==> src/design/arcrf_map.svh <==
// Constants for the conversion result capture block.
// Assumes inclusion by the design files only.
`ifndef ARCRF_MAP_SVH
`define ARCRF_MAP_SVH
`define ARCRF_RESULT_WIDTH      12
`define ARCRF_CONV_TIME_NS      500
`define ARCRF_CLK_PERIOD_NS     40
`define ARCRF_CONV_CYCLES       ((`ARCRF_CONV_TIME_NS + `ARCRF_CLK_PERIOD_NS - 1) / `ARCRF_CLK_PERIOD_NS)
`define ARCRF_STROBE_CYCLES     2
`define ARCRF_RESET_CODE        12'h0000
`define ARCRF_ALL_ONES          12'hFFF
`define ARCRF_HALF_LSB_MARGIN   1
`endif

==> src/design/arcrf_pkg.sv <==
// Types shared by the result capture block.
// Assumes the map header is compiled alongside.
package arcrf_pkg;
    typedef enum logic [1:0] {
        ARCRF_IDLE   = 2'b00,
        ARCRF_CONV   = 2'b01,
        ARCRF_STROBE = 2'b11
    } arcrf_state_t;
endpackage

==> src/design/arcrf_range_judge.sv <==
// Range judgement of one sampled input against the selected range.
// Assumes the sample is a signed count of half-LSB steps around the code grid.
`timescale 1ns/1ns
`default_nettype none
`include "arcrf_map.svh"
module arcrf_range_judge #(
    parameter int W = `ARCRF_RESULT_WIDTH
) (
    input  wire logic signed [W+1:0] sample_half_lsb,
    output logic             [W-1:0] code,
    output logic                     exceeded
);
    // Sample is expressed in half-LSB units, so full-scale code centre is 2*(2^W-1).
    localparam logic signed [W+1:0] TOP = (W+2)'(2 * ((1 << W) - 1));
    // The flag rises at the margin or beyond it. The top of the signed input is exactly
    // half an LSB above the top code centre, so overrange stays reachable.
    always_comb begin
        if (sample_half_lsb >= TOP + (W+2)'(`ARCRF_HALF_LSB_MARGIN)) begin
            code     = {W{1'b1}};
            exceeded = 1'b1;
        end else if (sample_half_lsb <= -(W+2)'(`ARCRF_HALF_LSB_MARGIN)) begin
            code     = '0;
            exceeded = 1'b1;
        end else if (sample_half_lsb > TOP) begin
            code     = {W{1'b1}};
            exceeded = 1'b0;
        end else if (sample_half_lsb < 0) begin
            code     = '0;
            exceeded = 1'b0;
        end else begin
            // A count halfway between two centres is a transition point and takes the upper code.
            code     = W'((sample_half_lsb + 1) >>> 1);
            exceeded = 1'b0;
        end
    end
endmodule
`default_nettype wire

==> src/design/arcrf_core.sv <==
// Digital result side of a subranging converter: start pulse, timing, result and range flag.
// Assumes the analog front end supplies the input as a signed half-LSB count.
// The host latch sits outside and clocks itself from the strobe or its inverse.
// How it works
// - Fresh data and range flag are stable before and at the rising edge of the valid strobe.
// - The range flag is low after each conversion whose sampled input is inside the range.
// - The range flag goes high when the input passes either range end by half an LSB.
// - The flag changes only when a conversion completes, so it holds until an in-range one ends.
// - Above range all data bits read high and below range all read low.
// - A conversion starts on the rising edge of the active-high start pulse.
// - Both the true and inverted top bit are presented.
`timescale 1ns/1ns
`default_nettype none
`include "arcrf_map.svh"
module arcrf_core #(
    parameter int W           = `ARCRF_RESULT_WIDTH,
    parameter int CONV_CYCLES = `ARCRF_CONV_CYCLES
) (
    input  wire logic               core_clk,
    input  wire logic               rst,
    input  wire logic               conversion_start_pulse,
    input  wire logic signed [W+1:0] analog_sample,
    output logic             [W-1:0] result_data,
    output logic                    result_msb_n,
    output logic                    range_exceeded_flag,
    output logic                    result_valid_strobe
);
    // The down counter is eight bits wide and the judge works in a 32-bit int, so both
    // parameters are bounded; the early load also needs the counter to pass through one.
    generate
        if (W < 2 || W > 29 || CONV_CYCLES < 2 || CONV_CYCLES > 256) begin : g_bad_params
            $error("arcrf_core: unsupported parameters");
        end
    endgenerate

    // ==========================================================
    // Start edge and timing
    arcrf_pkg::arcrf_state_t state_q;
    logic                    start_prev_q;
    logic [7:0]              cnt_q;
    logic signed [W+1:0]     held_q;
    logic                    start_rise;
    logic [W-1:0]            judged_code;
    logic                    judged_exc;

    // The previous level resets low, the idle level of the pin, so no false edge follows reset.
    // A pulse that is already high when reset ends still counts as one start.
    assign start_rise = conversion_start_pulse & ~start_prev_q;

    always_ff @(posedge core_clk) begin
        if (rst) begin
            start_prev_q <= 1'b0;
        end else begin
            start_prev_q <= conversion_start_pulse;
        end
    end

    // A start during a conversion is ignored: the timing generator owns the cycle.
    always_ff @(posedge core_clk) begin
        if (rst) begin
            state_q <= arcrf_pkg::ARCRF_IDLE;
            cnt_q   <= 8'h00;
        end else begin
            case (state_q)
                arcrf_pkg::ARCRF_IDLE: begin
                    if (start_rise) begin
                        state_q <= arcrf_pkg::ARCRF_CONV;
                        cnt_q   <= 8'(CONV_CYCLES - 1);
                    end
                end
                arcrf_pkg::ARCRF_CONV: begin
                    if (cnt_q == 8'h00) begin
                        state_q <= arcrf_pkg::ARCRF_STROBE;
                        cnt_q   <= 8'(`ARCRF_STROBE_CYCLES - 1);
                    end else begin
                        cnt_q <= cnt_q - 8'h01;
                    end
                end
                arcrf_pkg::ARCRF_STROBE: begin
                    if (cnt_q == 8'h00) begin
                        state_q <= arcrf_pkg::ARCRF_IDLE;
                    end else begin
                        cnt_q <= cnt_q - 8'h01;
                    end
                end
                default: begin
                    state_q <= arcrf_pkg::ARCRF_IDLE;
                    cnt_q   <= 8'h00;
                end
            endcase
        end
    end

    // ==========================================================
    // Sample hold and judgement
    // The input is taken once, at the start edge, so the judge works on a steady value.
    always_ff @(posedge core_clk) begin
        if (rst) begin
            held_q <= '0;
        end else if (state_q == arcrf_pkg::ARCRF_IDLE && start_rise) begin
            held_q <= analog_sample;
        end
    end

    // The judge is purely combinational; its result is only used at the load cycle.
    arcrf_range_judge #(.W(W)) u_judge (
        .sample_half_lsb (held_q),
        .code            (judged_code),
        .exceeded        (judged_exc)
    );

    // ==========================================================
    // Outputs
    // Data and flag load one cycle before the strobe rises, so they are settled at that edge.
    // A host latch clocked by the strobe would race a word that changed on the same edge;
    // the extra cycle costs nothing because the judged word is ready long before.
    logic load_now;
    logic last_conv;
    assign load_now  = (state_q == arcrf_pkg::ARCRF_CONV) && (cnt_q == 8'h01);
    assign last_conv = (state_q == arcrf_pkg::ARCRF_CONV) && (cnt_q == 8'h00);

    // The flag is written only here, so it keeps its value between conversions.
    always_ff @(posedge core_clk) begin
        if (rst) begin
            result_data         <= W'(`ARCRF_RESET_CODE);
            result_msb_n        <= 1'b1;
            range_exceeded_flag <= 1'b0;
        end else if (load_now) begin
            result_data         <= judged_code;
            result_msb_n        <= ~judged_code[W-1];
            range_exceeded_flag <= judged_exc;
        end
    end

    // The strobe is high during the stable window; its falling edge precedes any new data.
    // A host clocked by the inverted strobe therefore still captures the finished word.
    always_ff @(posedge core_clk) begin
        if (rst) begin
            result_valid_strobe <= 1'b0;
        end else begin
            result_valid_strobe <= last_conv ||
                (state_q == arcrf_pkg::ARCRF_STROBE && cnt_q != 8'h00);
        end
    end

    // ==========================================================
    // Checks on conversion timing
    // The strobe length is counted here so that its check is a plain compare; a long
    // repetition would have to be unrolled by the tools.
    logic [7:0] strobe_run_q;

    always_ff @(posedge core_clk) begin
        if (rst) begin
            strobe_run_q <= 8'h00;
        end else if (result_valid_strobe) begin
            strobe_run_q <= strobe_run_q + 8'h01;
        end else begin
            strobe_run_q <= 8'h00;
        end
    end

    start_to_strobe_a: assert property (@(posedge core_clk) disable iff (rst)
        state_q == arcrf_pkg::ARCRF_IDLE && start_rise
            |-> ##CONV_CYCLES ##1 $rose(result_valid_strobe))
        else $error("strobe not at conversion end");
    count_down_a: assert property (@(posedge core_clk) disable iff (rst)
        state_q == arcrf_pkg::ARCRF_CONV && cnt_q != 8'h00
            |=> state_q == arcrf_pkg::ARCRF_CONV && cnt_q == $past(cnt_q) - 8'h01)
        else $error("conversion counter skipped a step");
    sample_capture_a: assert property (@(posedge core_clk) disable iff (rst)
        state_q == arcrf_pkg::ARCRF_IDLE && start_rise |=> held_q == $past(analog_sample))
        else $error("input not held at start");
    busy_refuse_a: assert property (@(posedge core_clk) disable iff (rst)
        state_q != arcrf_pkg::ARCRF_IDLE |=> $stable(held_q))
        else $error("held input changed during conversion");
    strobe_state_a: assert property (@(posedge core_clk) disable iff (rst)
        result_valid_strobe == (state_q == arcrf_pkg::ARCRF_STROBE))
        else $error("strobe out of step with timing");
    strobe_width_a: assert property (@(posedge core_clk) disable iff (rst)
        $fell(result_valid_strobe) |-> strobe_run_q == 8'(`ARCRF_STROBE_CYCLES))
        else $error("strobe width wrong");

    // ==========================================================
    // Checks on the result word and range flag
    // These watch the registered outputs, so a word that moves on the strobe edge itself,
    // or between conversions, is caught before any host sees it.
    stable_at_strobe_a: assert property (@(posedge core_clk) disable iff (rst)
        $rose(result_valid_strobe) |-> $stable(result_data) && $stable(range_exceeded_flag))
        else $error("data changed at strobe rise");
    data_hold_strobe_a: assert property (@(posedge core_clk) disable iff (rst)
        result_valid_strobe |=> $stable(result_data) && $stable(range_exceeded_flag))
        else $error("data changed while strobe high");
    code_from_judge_a: assert property (@(posedge core_clk) disable iff (rst)
        load_now |=> result_data == $past(judged_code)
            && range_exceeded_flag == $past(judged_exc))
        else $error("word differs from judged input");
    word_only_load_a: assert property (@(posedge core_clk) disable iff (rst)
        !$past(load_now) |-> $stable(result_data) && $stable(result_msb_n))
        else $error("word changed without conversion end");
    reset_values_a: assert property (@(posedge core_clk) disable iff (rst)
        $past(rst) |-> result_data == W'(`ARCRF_RESET_CODE) && result_msb_n
            && !range_exceeded_flag && !result_valid_strobe)
        else $error("outputs not at reset values");
    flag_low_inrange_a: assert property (@(posedge core_clk) disable iff (rst)
        load_now && !judged_exc |=> !range_exceeded_flag)
        else $error("flag high for in-range input");
    flag_high_over_a: assert property (@(posedge core_clk) disable iff (rst)
        load_now && judged_exc |=> range_exceeded_flag)
        else $error("flag low for out-of-range input");
    flag_hold_a: assert property (@(posedge core_clk) disable iff (rst)
        !$past(load_now) |-> $stable(range_exceeded_flag))
        else $error("flag changed without conversion end");
    rails_code_a: assert property (@(posedge core_clk) disable iff (rst)
        range_exceeded_flag |-> result_data == '0 || result_data == {W{1'b1}})
        else $error("out of range code not at rail");
    msb_pair_a: assert property (@(posedge core_clk) disable iff (rst)
        result_msb_n == ~result_data[W-1])
        else $error("inverted msb mismatch");
endmodule
`default_nettype wire

==> config.mk <==
export PLATFORM = sky130hd
export DESIGN_NAME = arcrf_core
export DESIGN_NICKNAME = d
export VERILOG_FILES = /design/src/design/arcrf_pkg.sv /design/src/design/arcrf_range_judge.sv /design/src/design/arcrf_core.sv
export VERILOG_INCLUDE_DIRS = /design/src /design/src/design
export SDC_FILE = /design/constraint.sdc
export NUM_CORES = 1
export LEC_CHECK = 0
export BUFFER_PORTS_ARGS = -buffer_cell sky130_fd_sc_hd__buf_2
export CAP_MARGIN = 20
export CORE_ASPECT_RATIO = 0.9
export CORE_MARGIN = 4
export CORE_UTILIZATION = 35
export CTS_BUF_LIST = sky130_fd_sc_hd__clkbuf_4
export CTS_CLUSTER_DIAMETER = 40
export DETAILED_ROUTE_END_ITERATION = 10
export PLACE_DENSITY_LB_ADDON = 0.25
export SLEW_MARGIN = 15
export SYNTH_ARGS = -nofsm -noshare
export SYNTH_HDL_FRONTEND = slang
export SYNTH_SLANG_ARGS = --single-unit
==> constraint.sdc <==
create_clock -name core_clk -period 3 [get_ports core_clk]
set_input_delay 0.45 -clock core_clk [delete_from_list [all_inputs] [get_ports core_clk]]
set_output_delay 0.45 -clock core_clk [all_outputs]
set_load 0.02 [all_outputs]
==> impl_results.md <==
- Clock root buffer: clkbuf_4
- Fill cell count: 593
- Worst reg2reg path depth: 6
- DRT iter0 DRCs: 134
- Crit path max fanout: 16
- Cells after Synth: 245
- Initial core utilization: 36.9%
- Critical path type: flip-flop to flip-flop
- Worst reg2reg startpoint: cnt_q[0]
- Global-route wire length before repair: 7.92 mm
- Lkg Pwr: 0.886 nW
- CP cell instances: ha_1, nor4bb_1, and3_1, buf_4, nor3b_2, a221oi_1
- 1st-pass router iterations: 4
- Seq/Total Area, Yosys: 40.3%
- Crit path max-delay cell type: nor3b_2
- Final period utilization: 71.7%
- Share of synthesized registers carrying an async set or reset: 0%
- Min Tclk post-route: 2.15 ns
- Routed wire per std cell: 13.6 um
- Number of global-route vias before repair: 1,662
- Most frequent cells in the layout: dfxtp_1, nand2_1, a21oi_1, buf_2, o21ai_0
- Initial antenna violation count: 0
- FP Rows: 25
- Cts repair resizes: 0
- Synthesis-to-finish area growth: 13.3%
- Post-route setup slack: 0.849 ns
- Crit end category: flip-flop
- Post-synthesis cell type count: 47
- Ys flop type: dfxtp_1
- Antenna Nets Post-Route: 0
- EDFF count, synth: 0
- Worst-Skew Late Latency: 0.34 ns
- Post-synthesis register bit count: 40
- DP Wirelength: 3.35 mm
- Sw Pwr: 0.000801 W
- DRC viols: 0
- Tot GR Track Use: 14.2%
- Clock power frac: 17.9%
- Worst R2R Setup Slack: 0.85 ns
- CTS Buf Count: 5
- Vias per cell: 5.26
- Worst path max stage delay: 0.60 ns
- Syn Std Cell Area: 1990 sq um
- N_diodes: 0
- Commonest non-fill, non-tap cell in the layout: dfxtp_1
- Status: finished, final reports clean
- Layout cell share with drive strength beyond 1: 18.8%
- Hold WC Path Type: primary input to flip-flop
- Vias: 1,783
- Post-layout instance area: 2250 sq um
- Die width: 87.4 um
- DIE AREA: 6950 sq um
- Hold Startpoint: analog_sample[6]
- Pre-CTS WS: 0.887 ns
- Cts hold-fix bufs: 0
- Slew Limit Fails: 0
- Worst hold endpoint: held_q[6]
- Die Ht: 79.5 um
- Maximum VDD drop: 0.335 mV
- Headroom to the max-slew limit: 46.0%
- RSZ-0062 raised after global routing: no
- Clock Skew: 0.0114 ns
- YS warnings: 0
- CTS max path bufs: 2
- Final Hold Fails: 0
- Cell internal pwr: 0.00116 W
- GR Overflow Total: 0
- Largest net degree at the start of global routing: 21
- Syn avg cell area: 8.11 sq um
- I/O pin cnt: 32
- Total Nets Final: 293
- CTS tree: done
- H-tree Lvls: 2
- Worst EP required: 3.20 ns
- Pwr Density: 873 nW/um^2
- Cells after DPL: 331
- CTS clk-pin slew, worst paths: 0.13 ns
- Setup repair bufs after CTS: 0
- CP arrival: 2.35 ns
- Final cell count without fillers: 339
- Finish-stage setup viols: 0
- # clock sinks: 40
- RePlAce Congestion: 0.859
- Max cap viols: 0
- Post-Route WL: 4.61 mm
- Core Region: 5380 sq um
- Sequential share of power: 40.7%
- Fmax: 465 MHz
- Worst Tran Pin Value: 0.808 ns
- Critical path startpoint category: flip-flop
- Buffers on Ports: 31
- Post-Place Cell Area: 2170 sq um
- Switching share of power: 40.8%
- Post-synth net total: 267
- Hold Path Depth: 3
- Comb pwr share: 41.4%
- R2r endpoint: result_data[8]
- Setup TNS: 0 ns
[through the flow]
step	power, W	hold WS (ns)	util, %
global placement	0.00161	0.478	40.3
floorplan	0.00143	0.462	-
detailed placement	0.00161	0.486	40.3
finish	0.00196	0.332	41.8
CTS	0.00197	0.317	41.8
global route	0.00212	0.310	41.8
[cell usage after synthesis (5+ instances only)]
library cell  number  area share, %
inv_1             11            2.1
nand4_1            5            1.6
o21ai_0           20            5.0
nand2_1           39            7.4
nor3_1             9            2.3
dfxtp_1           40             40
nor2_1            11            2.1
clkbuf_1           7            1.3
ha_1               5            3.1
xnor2_1            6            2.6
nand3_1            5            1.3
a21oi_1           32            8.1
[critical path: cells and delay by family, from the launching register on]
kind / cells / cell delay [ns]
buf+inv: 1 / 0.18
fa+ha+maj: 1 / 0.17
simple gates: 3 / 1.07
compound gates: 1 / 0.16
flops: 1 / 0.45
[final cells by class]
class / instances / area, sq um / area share [%]
multi-input cells: 181 / 1080 / 48.1
inverters: 11 / 41.3 / 1.83
clock buffers: 5 / 37.5 / 1.67
clock inverters: 3 / 42.5 / 1.89
repair buffers: 32 / 163 / 7.23
well taps: 67 / 83.8 / 3.72
flip-flops and latches: 40 / 801 / 35.6
[metal layers]
layer | global-route usage, % | vias to the layer above | part of all wire [%]
met5 | 0 | - | 0
met4 | 5.52 | 0 | 0.91
met3 | 3.72 | 4 | 6.4
met2 | 18.4 | 56 | 39
met1 | 21.8 | 798 | 54
li1 | - | 925 | -
[how the worst max path moves through the flow]
stage | from | endpoint
floorplan | cnt_q[0] | cnt_q[7]
global placement | cnt_q[2] | result_data[8]
detailed placement | cnt_q[0] | result_data[8]
CTS | cnt_q[0] | result_data[8]
global route | cnt_q[2] | result_data[8]
finish | cnt_q[0] | result_data[8]
[flip-flops by register name, indices dropped and copies added, names as in the netlist]
name and cells:
result_data 12, result_valid_strobe 1, range_exceeded_flag 1, held_q 14, start_prev_q 1, result_msb_n 1
cnt_q 8, state_q 2
[cells by family (layout without fill, tap and decap cells)]
| family | after synthesis | after routing | synth area share (%) |
|---|---|---|---|
| AOI/OAI and AO/OA | 74 | 74 | 23.4 |
| xor gates and xnor gates | 7 | 7 | 3.09 |
| adders and majority gates | 5 | 5 | 3.15 |
| buffers and inverters | 24 | 51 | 5.23 |
| DFF | 40 | 40 | 40.3 |
| and+or+nand+nor | 95 | 95 | 24.9 |
[power groups by stage]
stage	clock (W)	sequential (W)	combinational [W]
floorplan	0	0.000795	0.000631
global placement	0	0.000808	0.000807
detailed placement	0	0.000807	0.000801
CTS	0.000365	0.000797	0.000809
global route	0.000387	0.000823	0.000911
finish	0.000352	0.000800	0.000813
No activity file was read; power rests on OpenSTA's default activity.
